### src/ir_pwm_pkg.sv
/*
 * package for the infrared carrier / pwm generator: register map, field
 * positions, reset values, interrupt vectors, clock ratios and timer types.
 * assumes a 50 MHz bus clock and a 32.768 kHz sub-oscillator rate.
 */
package ir_pwm_pkg;

   // register byte offsets
   localparam logic [7:0] OFS_IR_CONTROL      = 8'h00;
   localparam logic [7:0] OFS_COUNTER_CONTROL = 8'h04;
   localparam logic [7:0] OFS_WIDTH_CONTROL   = 8'h08;
   localparam logic [7:0] OFS_CARRIER_PRESET  = 8'h0c;
   localparam logic [7:0] OFS_HIGH_PRESET     = 8'h10;
   localparam logic [7:0] OFS_LOW_PRESET      = 8'h14;
   localparam logic [7:0] OFS_COUNTER_ONE     = 8'h18;
   localparam logic [7:0] OFS_INT_MASK        = 8'h1c;
   localparam logic [7:0] OFS_INT_FLAGS       = 8'h20;
   localparam logic [7:0] OFS_INT_VECTOR      = 8'h24;
   localparam logic [7:0] OFS_COUNT_STATUS    = 8'h28;

   // ir_control bit positions
   localparam int B_IR_ENABLE  = 0;
   localparam int B_GATE_SEL   = 1;
   localparam int B_LOW_ONLY   = 2;
   localparam int B_CASCADE    = 3;
   localparam int B_COUNTER_ONE_EN    = 4;
   localparam int B_COUNTER_TWO_EN    = 5;
   localparam int B_PIN_STATE  = 8;
   localparam int B_BUSY       = 9;

   // interrupt flag / mask bit positions
   localparam int F_COUNTER_ONE = 0;
   localparam int F_COUNTER_TWO = 1;
   localparam int F_HIGH = 2;
   localparam int F_LOW  = 3;

   localparam logic [7:0] CTRL_RESET  = 8'h00;
   localparam logic [7:0] PRESET_RESET = 8'h00;
   localparam logic [3:0] MASK_RESET  = 4'h0;

   // service vectors
   localparam logic [7:0] VEC_NONE = 8'h00;
   localparam logic [7:0] VEC_COUNTER_ONE = 8'h0c;
   localparam logic [7:0] VEC_COUNTER_TWO = 8'h0f;
   localparam logic [7:0] VEC_HIGH = 8'h12;
   localparam logic [7:0] VEC_LOW  = 8'h15;

   // clock rates
   localparam int CLK_HZ       = 50_000_000;
   localparam int SUB_FREQ_HZ  = 32768;
   localparam int SUB_DIV      = CLK_HZ / SUB_FREQ_HZ;
   localparam int INSTR_DIV    = 2;

   localparam logic [1:0] HTRANS_NONSEQ = 2'b10;

   // one timer clock choice: source and prescale exponent
   typedef struct packed {
      logic       sub_sel;
      logic [2:0] prescale;
   } clk_cfg_t;

   typedef struct packed {
      logic run;
      logic tick;
      logic underflow;
   } timer_evt_t;

endpackage

### src/ir_pwm_top.sv
/*
 * infrared carrier and pwm generator with two reloading 8-bit counters
 * that can be joined into one 16-bit timer, plus four underflow flags.
 * assumes an ahb-lite master with single word transfers and a single clock.
 */
`timescale 1ns/1ps
// Summary of operation
// carrier period is preset plus one ticks of counter two's clock
// high interval lasts high preset plus one ticks of its clock
// low interval lasts low preset plus one ticks of its clock
// gate select set: output carries the carrier during the pulse interval
// gate select clear and not low-only: plain high/low pwm waveform
// enable falling: keep sending until the next high-timer underflow
// low-only select: high timer ignored, low timer alone shapes output
// cascade off: two independent 8-bit timers, each its own flag
// cascade on: one 16-bit timer on counter one's clock and flag
// cascade on: counter two's clock, prescale and flag are ignored
// cascade: counter one low byte, two high byte, flag at zero
// written counter values are reloaded after each expiry
// software disables counters, sets cascade, writes, enables counter one
// software disables counters, clears cascade, then writes new values
// underflow flags are taken on the falling edge of the request
// a falling edge sets its status flag only when its mask bit is set
// counter one vector 000c, counter two vector 000f
// high timer vector 0012, low timer vector 0015
// idle with enable low: output pin held low
module ir_pwm_top #(
   parameter int SUB_DIV   = ir_pwm_pkg::SUB_DIV,
   parameter int INSTR_DIV = ir_pwm_pkg::INSTR_DIV
) (
   input  wire logic                hclk,
   input  wire logic                hresetn,
   input  wire logic                hsel,
   input  wire logic [31:0]         haddr,
   input  wire logic [1:0]          htrans,
   input  wire logic                hwrite,
   input  wire logic [2:0]          hsize,
   input  wire logic [31:0]         hwdata,
   input  wire logic                hready,
   output logic      [31:0]         hrdata,
   output logic                     hreadyout,
   output logic                     hresp,
   output logic                     ir_output_pin
);
   typedef enum logic [1:0] {
      ST_IDLE,
      ST_HIGH,
      ST_LOW
   } phase_t;

   typedef struct packed {
      logic                wr_pend;
      logic [7:0]          wr_addr;
      logic [31:0]         rdata;
      logic                ready;
      logic [7:0]          ir_control;
      ir_pwm_pkg::clk_cfg_t c1_clk;
      ir_pwm_pkg::clk_cfg_t c2_clk;
      ir_pwm_pkg::clk_cfg_t hw_clk;
      ir_pwm_pkg::clk_cfg_t lw_clk;
      logic [7:0]          carrier_preset;
      logic [7:0]          high_width_preset;
      logic [7:0]          low_width_preset;
      logic [7:0]          counter_one_reload;
      logic [7:0]          counter_one;
      logic [7:0]          counter_two;
      logic [3:0]          int_mask;
      logic [3:0]          interrupt_flags;
      logic [3:0]          req;
      logic [3:0]          req_prev;
      logic [10:0]         sub_div;
      logic [1:0]          instr_div;
      logic                sub_tick;
      logic                instr_tick;
      phase_t              phase;
      logic                out;
   } top_state_t;

   top_state_t s_q;
   top_state_t s_d;

   logic       c1_tick;
   logic       c2_tick;
   logic       hw_tick;
   logic       lw_tick;
   logic       hw_uf;
   logic       lw_uf;
   logic       c1_uf;
   logic       c2_uf;
   logic       carrier;
   logic       ir_en;
   logic       gate_sel;
   logic       low_only;
   logic       cascade;
   logic       counter_one_en;
   logic       counter_two_en;
   function automatic logic src_pick(input ir_pwm_pkg::clk_cfg_t c,
                                     input logic instr_t,
                                     input logic sub_t);
      src_pick = c.sub_sel ? sub_t : instr_t;
   endfunction

   function automatic logic [7:0] vector_of(input logic [3:0] f);
      if (f[ir_pwm_pkg::F_COUNTER_ONE]) begin
         vector_of = ir_pwm_pkg::VEC_COUNTER_ONE;
      end else if (f[ir_pwm_pkg::F_COUNTER_TWO]) begin
         vector_of = ir_pwm_pkg::VEC_COUNTER_TWO;
      end else if (f[ir_pwm_pkg::F_HIGH]) begin
         vector_of = ir_pwm_pkg::VEC_HIGH;
      end else if (f[ir_pwm_pkg::F_LOW]) begin
         vector_of = ir_pwm_pkg::VEC_LOW;
      end else begin
         vector_of = ir_pwm_pkg::VEC_NONE;
      end
   endfunction
   assign ir_en    = s_q.ir_control[ir_pwm_pkg::B_IR_ENABLE];
   assign gate_sel = s_q.ir_control[ir_pwm_pkg::B_GATE_SEL];
   assign low_only = s_q.ir_control[ir_pwm_pkg::B_LOW_ONLY];
   assign cascade  = s_q.ir_control[ir_pwm_pkg::B_CASCADE];
   assign counter_one_en  = s_q.ir_control[ir_pwm_pkg::B_COUNTER_ONE_EN];
   assign counter_two_en  = s_q.ir_control[ir_pwm_pkg::B_COUNTER_TWO_EN];
   ir_prescaler u_pre_c1 (
      .clk      (hclk),
      .rst_n    (hresetn),
      .src_tick (src_pick(s_q.c1_clk, s_q.instr_tick, s_q.sub_tick)),
      .prescale (s_q.c1_clk.prescale),
      .tick     (c1_tick)
   );

   ir_prescaler u_pre_c2 (
      .clk      (hclk),
      .rst_n    (hresetn),
      .src_tick (src_pick(s_q.c2_clk, s_q.instr_tick, s_q.sub_tick)),
      .prescale (s_q.c2_clk.prescale),
      .tick     (c2_tick)
   );

   ir_prescaler u_pre_hw (
      .clk      (hclk),
      .rst_n    (hresetn),
      .src_tick (src_pick(s_q.hw_clk, s_q.instr_tick, s_q.sub_tick)),
      .prescale (s_q.hw_clk.prescale),
      .tick     (hw_tick)
   );

   ir_prescaler u_pre_lw (
      .clk      (hclk),
      .rst_n    (hresetn),
      .src_tick (src_pick(s_q.lw_clk, s_q.instr_tick, s_q.sub_tick)),
      .prescale (s_q.lw_clk.prescale),
      .tick     (lw_tick)
   );

   // width timers are held at their preset outside their own phase
   ir_width_timer #(.W(8)) u_high (
      .clk       (hclk),
      .rst_n     (hresetn),
      .run       (s_q.phase == ST_HIGH),
      .tick      (hw_tick),
      .preset    (s_q.high_width_preset),
      .underflow (hw_uf)
   );

   ir_width_timer #(.W(8)) u_low (
      .clk       (hclk),
      .rst_n     (hresetn),
      .run       (s_q.phase == ST_LOW),
      .tick      (lw_tick),
      .preset    (s_q.low_width_preset),
      .underflow (lw_uf)
   );

   // counter underflows; in cascade the high byte steps on low-byte wrap
   always_comb begin
      if (cascade) begin
         c1_uf = counter_one_en & c1_tick & (s_q.counter_one == 8'h00)
                 & (s_q.counter_two == 8'h00);
         c2_uf = 1'b0;
      end else begin
         c1_uf = counter_one_en & c1_tick & (s_q.counter_one == 8'h00);
         c2_uf = counter_two_en & c2_tick & (s_q.counter_two == 8'h00);
      end
   end

   // carrier high for the upper half of the count; period is preset + 1
   assign carrier = counter_two_en & !cascade
                    & (s_q.counter_two > (s_q.carrier_preset >> 1));

   always_comb begin
      logic        addr_ok;
      logic [7:0]  a;
      logic [31:0] rd;
      logic [3:0]  clr;
      logic [3:0]  fall;
      addr_ok = 1'b0;
      a       = 8'h00;
      rd      = 32'h0000_0000;
      clr     = 4'h0;
      fall    = 4'h0;
      s_d     = s_q;

      // time base: instruction clock and sub-oscillator enables
      s_d.instr_tick = 1'b0;
      s_d.sub_tick   = 1'b0;
      if (s_q.instr_div == 2'(INSTR_DIV - 1)) begin
         s_d.instr_div  = 2'h0;
         s_d.instr_tick = 1'b1;
      end else begin
         s_d.instr_div = s_q.instr_div + 2'h1;
      end
      if (s_q.sub_div == 11'(SUB_DIV - 1)) begin
         s_d.sub_div  = 11'h000;
         s_d.sub_tick = 1'b1;
      end else begin
         s_d.sub_div = s_q.sub_div + 11'h001;
      end

      // bus data phase: writes land here, using hwdata of this cycle
      s_d.ready = 1'b1;
      if (s_q.wr_pend) begin
         unique case (s_q.wr_addr)
            ir_pwm_pkg::OFS_IR_CONTROL:      s_d.ir_control = hwdata[7:0];
            ir_pwm_pkg::OFS_COUNTER_CONTROL: begin
               s_d.c1_clk = {hwdata[3], hwdata[2:0]};
               s_d.c2_clk = {hwdata[7], hwdata[6:4]};
            end
            ir_pwm_pkg::OFS_WIDTH_CONTROL: begin
               s_d.hw_clk = {hwdata[3], hwdata[2:0]};
               s_d.lw_clk = {hwdata[7], hwdata[6:4]};
            end
            ir_pwm_pkg::OFS_CARRIER_PRESET:  s_d.carrier_preset     = hwdata[7:0];
            ir_pwm_pkg::OFS_HIGH_PRESET:     s_d.high_width_preset  = hwdata[7:0];
            ir_pwm_pkg::OFS_LOW_PRESET:      s_d.low_width_preset   = hwdata[7:0];
            ir_pwm_pkg::OFS_COUNTER_ONE:     s_d.counter_one_reload = hwdata[7:0];
            ir_pwm_pkg::OFS_INT_MASK:        s_d.int_mask           = hwdata[3:0];
            ir_pwm_pkg::OFS_INT_FLAGS:       clr                    = hwdata[3:0];
            default: ;
         endcase
      end

      // bus address phase
      s_d.wr_pend = 1'b0;
      if (hsel && hready && htrans == ir_pwm_pkg::HTRANS_NONSEQ) begin
         a       = {haddr[7:2], 2'b00};
         addr_ok = (haddr[31:8] == 24'h000000);
         s_d.wr_pend = hwrite & addr_ok;
         s_d.wr_addr = a;
         if (!hwrite && addr_ok) begin
            unique case (a)
               ir_pwm_pkg::OFS_IR_CONTROL: begin
                  rd[7:0] = s_q.ir_control;
                  rd[ir_pwm_pkg::B_PIN_STATE] = s_q.out;
                  rd[ir_pwm_pkg::B_BUSY]      = (s_q.phase != ST_IDLE);
               end
               ir_pwm_pkg::OFS_COUNTER_CONTROL: rd[7:0] = {s_q.c2_clk, s_q.c1_clk};
               ir_pwm_pkg::OFS_WIDTH_CONTROL:   rd[7:0] = {s_q.lw_clk, s_q.hw_clk};
               ir_pwm_pkg::OFS_CARRIER_PRESET:  rd[7:0] = s_q.carrier_preset;
               ir_pwm_pkg::OFS_HIGH_PRESET:     rd[7:0] = s_q.high_width_preset;
               ir_pwm_pkg::OFS_LOW_PRESET:      rd[7:0] = s_q.low_width_preset;
               ir_pwm_pkg::OFS_COUNTER_ONE:     rd[7:0] = s_q.counter_one_reload;
               ir_pwm_pkg::OFS_INT_MASK:        rd[3:0] = s_q.int_mask;
               ir_pwm_pkg::OFS_INT_FLAGS:       rd[3:0] = s_q.interrupt_flags;
               ir_pwm_pkg::OFS_INT_VECTOR:      rd[7:0] = vector_of(s_q.interrupt_flags);
               ir_pwm_pkg::OFS_COUNT_STATUS:    rd[15:0] = {s_q.counter_two, s_q.counter_one};
               default:                         rd = 32'h0000_0000;
            endcase
         end
         s_d.rdata = rd;
      end

      // counter one: held at its reload while disabled
      if (!counter_one_en) begin
         s_d.counter_one = s_q.counter_one_reload;
      end else if (c1_tick) begin
         if (s_q.counter_one == 8'h00 && (!cascade || s_q.counter_two == 8'h00)) begin
            s_d.counter_one = s_q.counter_one_reload;
         end else begin
            s_d.counter_one = s_q.counter_one - 8'h01;
         end
      end

      // counter two: own clock alone, or stepped by the low byte in cascade
      if (cascade) begin
         if (!counter_one_en) begin
            s_d.counter_two = s_q.carrier_preset;
         end else if (c1_tick && s_q.counter_one == 8'h00) begin
            if (s_q.counter_two == 8'h00) begin
               s_d.counter_two = s_q.carrier_preset;
            end else begin
               s_d.counter_two = s_q.counter_two - 8'h01;
            end
         end
      end else if (!counter_two_en) begin
         s_d.counter_two = s_q.carrier_preset;
      end else if (c2_tick) begin
         if (s_q.counter_two == 8'h00) begin
            s_d.counter_two = s_q.carrier_preset;
         end else begin
            s_d.counter_two = s_q.counter_two - 8'h01;
         end
      end

      // output sequencer
      unique case (s_q.phase)
         ST_IDLE: begin
            if (ir_en) begin
               s_d.phase = low_only ? ST_LOW : ST_HIGH;
            end
         end
         ST_HIGH: begin
            if (low_only) begin
               s_d.phase = ST_LOW;
            end else if (hw_uf) begin
               s_d.phase = ir_en ? ST_LOW : ST_IDLE;
            end
         end
         ST_LOW: begin
            if (lw_uf) begin
               if (low_only) begin
                  s_d.phase = ir_en ? ST_LOW : ST_IDLE;
               end else begin
                  s_d.phase = ST_HIGH;
               end
            end
         end
         default: s_d.phase = ST_IDLE;
      endcase

      unique case (s_d.phase)
         ST_HIGH: s_d.out = gate_sel ? carrier : 1'b1;
         ST_LOW:  s_d.out = low_only ? (gate_sel ? carrier : 1'b1) : 1'b0;
         default: s_d.out = 1'b0;
      endcase

      // request lines idle high and dip for one cycle on each underflow
      s_d.req[ir_pwm_pkg::F_COUNTER_ONE] = ~c1_uf;
      s_d.req[ir_pwm_pkg::F_COUNTER_TWO] = ~c2_uf;
      s_d.req[ir_pwm_pkg::F_HIGH] = ~hw_uf;
      s_d.req[ir_pwm_pkg::F_LOW]  = ~lw_uf;
      s_d.req_prev = s_q.req;
      fall = s_q.req_prev & ~s_q.req;

      // write-one-to-clear; a new edge in the same cycle wins over the clear
      s_d.interrupt_flags = (s_q.interrupt_flags & ~clr) | (fall & s_q.int_mask);
   end

   always_ff @(posedge hclk or negedge hresetn) begin
      if (!hresetn) begin
         s_q                    <= '0;
         s_q.req                <= 4'hf;
         s_q.req_prev           <= 4'hf;
         s_q.ir_control         <= ir_pwm_pkg::CTRL_RESET;
         s_q.carrier_preset     <= ir_pwm_pkg::PRESET_RESET;
         s_q.high_width_preset  <= ir_pwm_pkg::PRESET_RESET;
         s_q.low_width_preset   <= ir_pwm_pkg::PRESET_RESET;
         s_q.counter_one_reload <= ir_pwm_pkg::PRESET_RESET;
         s_q.int_mask           <= ir_pwm_pkg::MASK_RESET;
         s_q.phase              <= ST_IDLE;
      end else begin
         s_q <= s_d;
      end
   end

   assign hrdata        = s_q.rdata;
   assign hreadyout     = s_q.ready;
   assign hresp         = 1'b0;
   assign ir_output_pin = s_q.out;

endmodule

### src/ir_prescaler.sv
/*
 * prescaler: passes one source tick out of every 2**prescale ticks.
 * assumes src_tick is a one-cycle enable pulse on clk.
 */
`timescale 1ns/1ps
module ir_prescaler (
   input  wire logic                clk,
   input  wire logic                rst_n,
   input  wire logic                src_tick,
   input  wire logic [2:0]          prescale,
   output logic                     tick
);
   typedef struct packed {
      logic [6:0] cnt;
   } pre_state_t;

   pre_state_t s_q;
   pre_state_t s_d;

   function automatic logic [6:0] low_mask(input logic [2:0] p);
      low_mask = 7'((8'h01 << p) - 8'h01);
   endfunction

   always_comb begin
      s_d = s_q;
      if (src_tick) begin
         s_d.cnt = s_q.cnt + 7'h01;
      end
   end

   assign tick = src_tick & ((s_q.cnt & low_mask(prescale)) == low_mask(prescale));

   always_ff @(posedge clk or negedge rst_n) begin
      if (!rst_n) begin
         s_q <= '0;
      end else begin
         s_q <= s_d;
      end
   end
endmodule

### src/ir_width_timer.sv
/*
 * reloading down timer for one pulse interval: held at its preset while
 * idle, counts preset..0 on ticks while run, flags underflow at zero.
 * assumes tick is a one-cycle enable pulse on clk.
 */
`timescale 1ns/1ps
module ir_width_timer #(
   parameter int W = 8
) (
   input  wire logic                clk,
   input  wire logic                rst_n,
   input  wire logic                run,
   input  wire logic                tick,
   input  wire logic [W-1:0]        preset,
   output logic                     underflow
);
   typedef struct packed {
      logic [W-1:0] cnt;
   } wt_state_t;

   wt_state_t s_q;
   wt_state_t s_d;

   assign underflow = run & tick & (s_q.cnt == '0);

   always_comb begin
      s_d = s_q;
      if (!run || underflow) begin
         s_d.cnt = preset;
      end else if (tick) begin
         s_d.cnt = s_q.cnt - W'(1);
      end
   end

   always_ff @(posedge clk or negedge rst_n) begin
      if (!rst_n) begin
         s_q <= '0;
      end else begin
         s_q <= s_d;
      end
   end
endmodule

### config.mk
export PLATFORM = sky130hd
export DESIGN_NAME = ir_pwm_top
export DESIGN_NICKNAME = d
export VERILOG_FILES = /design/src/ir_pwm_pkg.sv /design/src/ir_pwm_top.sv /design/src/ir_prescaler.sv /design/src/ir_width_timer.sv
export SDC_FILE = /design/constraint.sdc
export NUM_CORES = 1
export LEC_CHECK = 0
export BUFFER_PORTS_ARGS = -buffer_cell sky130_fd_sc_hd__clkbuf_2
export CORE_MARGIN = 4
export CORE_UTILIZATION = 57
export CTS_CLUSTER_DIAMETER = 30
export DETAILED_ROUTE_END_ITERATION = 6
export PLACE_DENSITY = 0.78
export SYNTH_ARGS = -nofsm -noshare
export SYNTH_HDL_FRONTEND = slang
export SYNTH_SLANG_ARGS = --single-unit
### constraint.sdc
create_clock -name hclk -period 4.2 [get_ports hclk]
set_input_delay 0.21 -clock hclk [delete_from_list [all_inputs] [get_ports hclk]]
set_output_delay 0.21 -clock hclk [all_outputs]
set_load 0.01 [all_outputs]
==> qor.yml, run 1 <==
clock_tree:
  htreeDepth: 4
  clock_sinks: 174
  clkTransAtPathRegs_ns: 0.07
  clk_latency_ns: 0.43
  numCtsBuffers: 17
  cts_tree: "done"
  cts_resized: 0
  cts_buffer_depth: 2
  cts.root.buffer_cell: "clkbuf_16"
synth:
  synth_ff_type: "dfrtp_1"
  synthArstFlopShare_pct: 100.0
  ys_ff_latch: 174
  yosys_warnings: 0
  synth_area_leaders: "dfrtp_1 (44%), mux2_2 (7.5%), nand2_1 (3.3%)"
  syn_area_mm2: 0.009502
  synth.largest_area_cell: "dfrtp_1"
  synth_cells: 925
  yosysTopAreaCellShare_pct: 43.72
  synth.yosys.seq_area_share_pct: 45.93
  synth-edff-count: 0
  syn_area_per_cell_um2: 10.27
  synth_cell_type_count: 85
setup_path:
  path_class: "flop to flop"
  reg2reg_depth: 11
  path_cells: "or3_4 > ha_1 > or3b_1 > a31oi_4 > a2111oi_4 > and2_4 > nand3_1 > a31o_1 > ha_1 > a21oi_1 > a211oi_1"
  path_max_fanout: 18
  endpoint_kind: "flop"
  cpPeakStageDelay_ns: 0.48
  cp_common_cell: "ha_1"
  critPathTopFamily: "simple AND/OR/NAND/NOR gates"
  path_depth: 11
  crit_path_top_delay_cell: "dfrtp_1"
  crit_buf_inv: 0
  cp-start-kind: "flop"
  required_ns: 4.49
  arrival_ns: 3.62
layout:
  final_cells: 1192
  finalInstanceArea_mm2: 0.01042
  syn_to_final_growth_pct: 9.626
  drive_gt1_share_pct: 20.59
  final_cell_mix: "dfrtp_1 (166), nand2_1 (83), nor2_1 (77), mux2_2 (63), clkbuf_2 (61)"
  antennaDiodeCount: 0
  final_nets: 1059
  final_common_cell: "dfrtp_1"
sta:
  finalMaxSlewViolations: 0
  fin_ws_ns: 0.8732
  period_share_pct: 79.21
  hold_viol_final: 50
  setup-violations-final: 0
  relSlewSlack_pct: 33.18
  worst_slew_pin_slew_ns: 1.002
  setup_tns_ns: 0
  final.min_clock_period_ns: 3.327
  rsz0062_at_grt: "false"
  hold_ws_ns: -0.1183
  skew_ns: 0.009981
  max_freq_ghz: 0.3006
routing:
  drtIter0Drc: 710
  routedWlPerCell_um: 18.71
  num_vias: 7301
  totalWireLength_um: 22300
  drtPass1Iterations: 5
  routed_via_density: 6.125
  final_antenna_net_count: 0
  drcViolationCount: 0
global_routing:
  grt_max_degree: 175
  grt_pass1_wl_um: 35200
  grt_antenna_before_repair: 0
  grt_overflow: 0
  grt_pass1_vias: 6704
  track_usage_pct: 24.10
floorplan:
  row_count: 46
  die_h_um: 137.1
  ios: 109
  die_x_um: 137.1
  core-area_mm2: 0.01612
  dieArea_mm2: 0.01880
  start_util_pct: 58.96
power:
  p_leak_nw: 4.548
  power_per_cell_area_mw_per_mm2: 342.0
  ir_drop_v: 0.0003067
placed_design:
  io_buffer_count: 62
  place_area_mm2: 0.009813
  dp_cells: 1159
  dp_hpwl_um: 15650
  post-place-ws_ns: 0.9368
  gp_congestion: 0.9334
hold_path:
  hp-class: "primary input to async pin"
run_status:
  status: "finished, violations left"
  violations: "negative hold slack"
run:
  maxCapViolCount: 0
## metal layers
metal,share of wire (%),GRT usage (%)
met3,6.0,4.816
met1,44,34.47
met5,0,0
met2,49,37.79
met4,1.5,6.375
## report_power, final
group,switching (mW),internal [mW]
registers,0.0478,1.71
logic,0.121,0.0813
clock network,0.648,0.949
total,0.817,2.75
## worst register-to-register path, delay by kind of cell, from the launching register on
family,cells,cell delay [ns]
compound gates,5,1.05
fa+ha+maj,2,0.48
flops,1,0.48
simple gates,4,1.18
## flip-flops by register name (all words and copies together), names as in the netlist
signal,flops
s_q,102
hrdata,16
u_high.s_q,8
u_low.s_q,8
u_pre_c1.s_q,7
u_pre_c2.s_q,7
u_pre_hw.s_q,7
u_pre_lw.s_q,7
s_d,4
cascade,1
counter_one_en,1
counter_two_en,1
gate_sel,1
hreadyout,1
ir_en,1
ir_output_pin,1
low_only,1
## cell type report
| class | count | area (um^2) |
|---|---|---|
| Sequential cell | 174 | 4364 |
| Timing Repair Buffer | 70 | 391.6 |
| Clock buffer | 21 | 450.4 |
| Inverter | 40 | 150.1 |
| Fill cell | 1261 | 5699 |
| Clock inverter | 11 | 142.6 |
| Tap cell | 216 | 270.3 |
| Multi-Input combinational cell | 660 | 4647 |
## Yosys cell counts (12+ instances only)
master / n
dfrtp_1: 166
clkbuf_1: 24
a31oi_1: 12
nand4_1: 19
xnor2_1: 21
a22o_1: 14
mux2i_1: 14
o21ai_0: 42
mux2_2: 63
nand2_1: 83
inv_1: 40
nor4_1: 15
xor2_1: 16
nor2_1: 77
nand3_1: 25
a21oi_1: 31
ha_1: 22
buf_4: 34
nor3_1: 24
## cells by family (layout without fill, tap and decap cells)
| logic type | after synthesis | count (layout) | share of synthesized area (%) |
|---|---|---|---|
| DFF | 174 | 174 | 45.93 |
| AOI/OAI and AO/OA | 182 | 182 | 13.72 |
| xor gates and xnor gates | 37 | 37 | 3.411 |
| muxes | 88 | 88 | 11.39 |
| other | 2 | 18 | 0.07904 |
| adders and majority gates | 22 | 22 | 2.897 |
| and+or+nand+nor | 313 | 313 | 16.78 |
| buffers and inverters | 107 | 142 | 5.794 |
## what timing repair did
item	in CTS	in global routing
buffers inserted	0	0
hold buffers	1	0
hold endpoints to repair	1	0
## final timing paths
kind	from	endpoint	slack [ns]
worst max-delay path	s_q[84]	ir_output_pin	0.87
worst min-delay path	hresetn	u_high.s_q[1]	-0.12
worst max register to register	s_q[84]	ir_output_pin	0.87
worst min register to register	s_d[19]	s_q[19]	0.37
max in group asynchronous	hresetn	s_q[17]	3.56
min in group hclk	haddr[19]	s_q[147]	0.05
## stage by stage
step	hold slack, ns	power, mW	utilization, %
after detailed placement	0.3567	1.992	60.89
after global placement	0.3553	1.985	60.89
after floorplan	-0.08559	1.900	-
after global routing	0.03752	3.673	64.64
after CTS	0.0009780	3.577	64.64
final	-0.1183	3.562	64.64
No activity file was read; power rests on OpenSTA's default activity.
==> run 2, diff against run 1 <==
--- a/config.mk
+++ b/config.mk
@@ -7,10 +7,10 @@
 export LEC_CHECK = 0
 export BUFFER_PORTS_ARGS = -buffer_cell sky130_fd_sc_hd__clkbuf_2
 export CORE_MARGIN = 4
-export CORE_UTILIZATION = 57
+export CORE_UTILIZATION = 53
 export CTS_CLUSTER_DIAMETER = 30
 export DETAILED_ROUTE_END_ITERATION = 6
-export PLACE_DENSITY = 0.78
+export PLACE_DENSITY = 0.76
 export SYNTH_ARGS = -nofsm -noshare
 export SYNTH_HDL_FRONTEND = slang
 export SYNTH_SLANG_ARGS = --single-unit
==> constraint.sdc (replaced) <==
create_clock -name hclk -period 3 [get_ports hclk]
set_input_delay 0.15 -clock hclk [delete_from_list [all_inputs] [get_ports hclk]]
set_output_delay 0.15 -clock hclk [all_outputs]
set_load 0.01 [all_outputs]
==> run 2 against run 1 <==
  * The flow now finishes without violations
  * Combinational power is 42% higher
  * Total power increased by 40%
  * Hold slack improved by 0.17 ns
  * First-iteration DRC count decreased by 2.0%
  * Fmax up 13%
  * Non-clock buffer count rose by 21
  * Via count grew 1.1%
  * Critical path depth fell by 1
  * Die area up 7.1%
  * Core utilization fell by 3.5 points
  * Clock power is 40% higher
  * Clock-buffer cell count grew 6
  * Highest routed layer unchanged
==> qor.yml, run 2 (synthesized netlist as in run 1, its figures left out) <==
run_status:
  status: "finished clean"
power:
  ir_drop_v: 0.0004171
  p_int_mw: 3.877
  p_leak_nw: 4.667
  seqPwrFrac_pct: 49.4
  clock_power_share_pct: 44.8
  power_per_cell_area_mw_per_mm2: 469.2
  power.switching_mw: 1.121
  combPwrFrac_pct: 5.8
  p_sw_share_pct: 22.43
routing:
  drcViolationCount: 0
  num_vias: 7378
  drtIter0Drc: 696
  totalWireLength_um: 22910
  final_antenna_net_count: 0
  routedWlPerCell_um: 18.74
  routed_via_density: 6.038
  drtPass1Iterations: 5
run:
  maxCapViolCount: 0
sta:
  period_share_pct: 97.72
  worst_slew_pin_slew_ns: 0.8763
  skew_ns: 0.008322
  final.min_clock_period_ns: 2.932
  fin_ws_ns: 0.06846
  setup-violations-final: 0
  setup_tns_ns: 0
  max_freq_ghz: 0.3411
  finalMaxSlewViolations: 0
  relSlewSlack_pct: 41.04
  hold_viol_final: 0
setup_path:
  cpPeakStageDelay_ns: 0.55
  endpoint_kind: "flop"
  required_ns: 3.34
  crit_path_top_delay_cell: "or4b_4"
  path_class: "flop to flop"
  cp-start-kind: "flop"
  path_max_fanout: 7
  arrival_ns: 3.27
  crit_buf_inv: 0
  path_cells: "or3_4 > ha_4 > or4b_4 > a31oi_4 > a2111oi_4 > and2_4 > a21o_4 > o211ai_1 > ha_2 > a211oi_2"
  critPathTopFamily: "simple AND/OR/NAND/NOR gates"
layout:
  largest_reg_flops: 102
  final_util_pct: 61.16
  finalInstanceArea_mm2: 0.01065
  final_cells: 1222
  final_cell_mix: "dfrtp_1 (166), nand2_1 (83), nor2_1 (77), mux2_2 (63), clkbuf_2 (61)"
  final_common_cell: "dfrtp_1"
  antennaDiodeCount: 0
  final_nets: 1080
  syn_to_final_growth_pct: 12.10
  top_register: "s_q"
  drive_gt1_share_pct: 22.57
clock_tree:
  clk_latency_ns: 0.43
  clkTransAtPathRegs_ns: 0.06
  numCtsBuffers: 17
  cts_tree: "done"
  clock_sinks: 174
  cts.root.buffer_cell: "clkbuf_16"
  cts_buffer_depth: 2
  htreeDepth: 4
global_routing:
  track_usage_pct: 23.47
  grt_pass1_vias: 7228
  grt_overflow: 0
  grt_pass1_wl_um: 37470
  grt_max_degree: 86
  grt_antenna_before_repair: 0
floorplan:
  start_util_pct: 54.55
  die_h_um: 141.9
  die_x_um: 141.9
  ios: 109
  core-area_mm2: 0.01742
  row_count: 48
  dieArea_mm2: 0.02013
placed_design:
  place_area_mm2: 0.009972
  dp_cells: 1186
  post-place-ws_ns: 0.08708
  gp_congestion: 0.9110
  dp_hpwl_um: 16170
  io_buffer_count: 62
hold_path:
  hp-class: "primary input to flop"
[run 2: cell types whose count changed in the layout (fill, tap and decap cells not counted), moves of 2 or more]
cell           previous run  this run
buf_4                     6        25
clkbuf_8                  1         6
clkinv_2                  4         2
clkinv_4                  2         0
dlygate4sd3_1             1         3
ha_1                     22        20
[run 2: metal layers]
metal	vias up	global-route usage, %	part of all wire (%)
met5	-	0	0
met4	0	7.980	2.8
met3	51	5.022	6.6
met2	256	36.67	47
met1	3640	32.74	44
li1	3431	-	-
[run 2: repair_timing]
item	CTS	global route
endpoints found under the hold margin	77	0
hold buffers	3	0
endpoints found under the setup margin	0	1
buffers inserted	0	1
resized for setup	0	7
[run 2: power by group through the flow]
| stage | sequential, mW | combinational [mW] | clock [mW] |
|---|---|---|---|
| 2_1_floorplan | 2.48 | 0.183 | 0 |
| 3_3_place_gp | 2.51 | 0.278 | 0 |
| 4_1_cts | 2.47 | 0.288 | 2.28 |
| 6_report | 2.47 | 0.287 | 2.24 |
| 3_5_place_dp | 2.51 | 0.285 | 0 |
| 5_1_grt | 2.47 | 0.321 | 2.39 |
[run 2: final timing paths]
| kind | start | to | slack (ns) | depth (start not counted) |
|---|---|---|---|---|
| max reg2reg | s_q[83] | ir_output_pin | 0.07 | 10 |
| max in group asynchronous | hresetn | s_d[18] | 1.79 | 3 |
| min reg2reg | s_d[20] | s_q[20] | 0.37 | 0 |
| max | s_q[83] | ir_output_pin | 0.07 | 10 |
| min in group asynchronous | hresetn | s_q[9] | 0.35 | 2 |
| min | haddr[6] | s_q[145] | 0.05 | 2 |
[run 2: metrics by stage]
step / power [mW] / hold slack (ns)
6_report: 4.997 / 0.04874
3_5_place_dp: 2.793 / 0.2610
5_1_grt: 5.183 / 0.05074
4_1_cts: 5.033 / 0.03307
3_3_place_gp: 2.784 / 0.2594
2_1_floorplan: 2.660 / -0.1456
[run 2: cell type report]
type                            count  area, um^2
Tap cell                          225       281.5
Clock inverter                      5       77.57
Fill cell                        1457        6765
Timing Repair Buffer               91       554.3
Multi-Input combinational cell    660        4701
Clock buffer                       27       523.0
Sequential cell                   174        4364
Inverter                           40       150.1
==> run 3, diff against run 2 <==
--- a/config.mk
+++ b/config.mk
@@ -11,6 +11,8 @@
 export CTS_CLUSTER_DIAMETER = 30
 export DETAILED_ROUTE_END_ITERATION = 6
 export PLACE_DENSITY = 0.76
+export SLEW_MARGIN = 20
 export SYNTH_ARGS = -nofsm -noshare
 export SYNTH_HDL_FRONTEND = slang
+export SYNTH_HIERARCHICAL = 1
 export SYNTH_SLANG_ARGS = --single-unit
==> run 3 against run 2 <==
  * Combinational power down 2%
  * Sequential share of layout area up 0.31 points
  * Clock power down 4%
  * Sequential power about the same
==> qor.yml, run 3 <==
sta:
  max_freq_ghz: 0.3602
  final.min_clock_period_ns: 2.776
  relSlewSlack_pct: 46.53
  setup-violations-final: 0
  skew_ns: 0.008827
  period_share_pct: 92.54
  hold_viol_final: 0
  worst_slew_pin_slew_ns: 0.8020
  finalMaxSlewViolations: 0
  fin_ws_ns: 0.2238
global_routing:
  grt_pass1_wl_um: 35760
  track_usage_pct: 22.68
  grt_pass1_vias: 6702
  grt_max_degree: 87
  grt_overflow: 0
  grt_antenna_before_repair: 0
synth:
  synthArstFlopShare_pct: 100.0
  synth_area_leaders: "dfrtp_1 (44%), mux2_2 (10%), buf_4 (2.8%)"
  yosysMostFrequentCell: "dfrtp_1"
  syn_area_per_cell_um2: 11.05
  yosys_warnings: 6
  synth.largest_area_cell: "dfrtp_1"
  ys_ff_latch: 174
  synth_cell_type_count: 77
  yosysTopAreaCellShare_pct: 43.85
  syn_area_mm2: 0.009474
  ys_top_cells_by_count: "dfrtp_1 (166), mux2_2 (85), nand2_1 (63), inv_1 (45), nor2_1 (43)"
  synth-edff-count: 0
  synth.yosys.seq_area_share_pct: 46.06
  synth_ff_type: "dfrtp_1"
  synth_cells: 857
power:
  seqPwrFrac_pct: 50.5
  combPwrFrac_pct: 5.7
  p_int_mw: 3.708
  p_leak_nw: 4.715
  p_sw_share_pct: 24.14
  power_per_cell_area_mw_per_mm2: 462.3
  ir_drop_v: 0.0004137
  clock_power_share_pct: 43.8
  total_power_mw: 4.888
  power.switching_mw: 1.180
clock_tree:
  cts.root.buffer_cell: "clkbuf_16"
  numCtsBuffers: 17
  htreeDepth: 4
  clkTransAtPathRegs_ns: 0.07
  cts_buffer_depth: 2
  clock_sinks: 174
  clk_latency_ns: 0.43
  cts_tree: "done"
run:
  maxCapViolCount: 0
layout:
  finalInstanceArea_mm2: 0.01057
  final_nets: 1012
  final_util_pct: 60.71
  final_common_cell: "dfrtp_1"
  top_register: "s_q"
  drive_gt1_share_pct: 27.53
  antennaDiodeCount: 0
  largest_reg_flops: 102
  syn_to_final_growth_pct: 11.61
  final_cell_mix: "dfrtp_1 (165), mux2_2 (84), nand2_1 (63), clkbuf_2 (61), inv_1 (45)"
hold_path:
  hp-class: "primary input to flop"
setup_path:
  path_class: "flop to flop"
  arrival_ns: 3.14
  path_cells: "mux2_2 > o2111ai_1 > a211oi_1 > buf_4 > nand4bb_4 > nor3_2 > a211oi_1 > a21oi_1 > or2_2 > ha_1 > a21oi_1 > a211oi_2 > o21a_1"
  endpoint_kind: "flop"
  r2r_setup_slack_ns: 0.22
  cpPeakStageDelay_ns: 0.40
  path_max_fanout: 9
  cp-start-kind: "flop"
  required_ns: 3.37
  crit_path_top_delay_cell: "dfrtp_1"
placed_design:
  post-place-ws_ns: 0.09390
  io_buffer_count: 62
  place_area_mm2: 0.009926
  gp_congestion: 0.8692
  dp_hpwl_um: 15840
routing:
  final_antenna_net_count: 0
  num_vias: 7115
  drtIter0Drc: 612
  routed_via_density: 6.160
  wl_met2_um: 10660
  wirelength_met1_um: 9632
  totalWireLength_um: 22430
  drtPass1Iterations: 5
  drcViolationCount: 0
  route.met3.wl_um: 1542
  top_layer_used: "met4"
  routedWlPerCell_um: 19.42
floorplan:
  die_x_um: 141.7
  die_h_um: 141.7
  start_util_pct: 54.40
  dieArea_mm2: 0.02008
  row_count: 48
  core-area_mm2: 0.01742
  ios: 109
run_status:
  status: "finished clean"
==> run 3: worst max-delay path, delay by kind of cell, from the launching register on <==
family          cells  cell delay [ns]
compound gates      7             1.09
fa+ha+maj           1             0.13
buf+inv             1             0.20
flops               1             0.40
mux                 1             0.32
simple gates        3             0.57
==> run 3: timing repair <==
item | in CTS | in global routing
endpoints found under the setup margin | 0 | 1
gates resized for setup | 0 | 5
hold buffers | 2 | 0
hold endpoints to repair | 83 | 0
setup buffers | 0 | 5
==> run 3: final cells by class <==
class | instances | area [um^2]
fillers | 1395 | 6843
multi-input cells | 588 | 4628
flip-flops and latches | 174 | 4365
repair buffers | 91 | 564.3
clock buffers | 20 | 456.7
well taps | 225 | 281.5
inverters | 45 | 168.9
clock inverters | 12 | 108.9
==> run 3: power by group through the flow <==
| stage | Combinational, mW | Sequential (mW) | Clock [mW] |
|---|---|---|---|
| after global placement | 0.272 | 2.50 | 0 |
| after CTS | 0.282 | 2.46 | 2.17 |
| after global routing | 0.310 | 2.47 | 2.28 |
| after floorplan | 0.176 | 2.47 | 0 |
| after detailed placement | 0.279 | 2.51 | 0 |
| final | 0.280 | 2.47 | 2.14 |
==> run 3: cell families (layout without fill, tap and decap cells) <==
family | Yosys count | count (layout) | synth area share (%)
XOR/XNOR | 42 | 42 | 3.883
AO/OA/AOI/OAI | 141 | 141 | 11.36
buffers and inverters | 111 | 168 | 5.969
AND/OR/NAND/NOR | 256 | 256 | 15.68
other | 2 | 18 | 0.07927
adder cells (fa/ha/maj) | 21 | 21 | 2.773
multiplexers | 110 | 110 | 14.20
flip-flops | 174 | 174 | 46.06
==> run 3: path summary, 6_finish.rpt <==
path,startpoint,endpoint,depth (start not counted)
min in group asynchronous,hresetn,u_low/s_q[4],2
setup / recovery,s_q[89],ir_output_pin,13
max in group asynchronous,hresetn,s_d[18],3
setup reg to reg,s_q[89],ir_output_pin,13
hold / removal,haddr[4],s_q[143],2
hold reg to reg,s_d[21],s_q[21],0
==> run 3: metrics by stage <==
step / setup TNS, ns / hold slack [ns] / cells
after floorplan: 0 / -0.1456 / 873
after global placement: 0 / 0.2630 / 1116
after detailed placement: 0 / 0.2611 / 1116
after CTS: 0 / 0.03196 / 1150
after global routing: -0.01357 / 0.04427 / 1155
final: 0 / 0.04368 / 1155
==> run 3: layer usage <==
layer,global-route usage [%],vias to the layer above
li1,-,3210
met1,31.10,3564
met2,36.42,297
met3,4.415,44
met4,7.626,0
met5,0,-
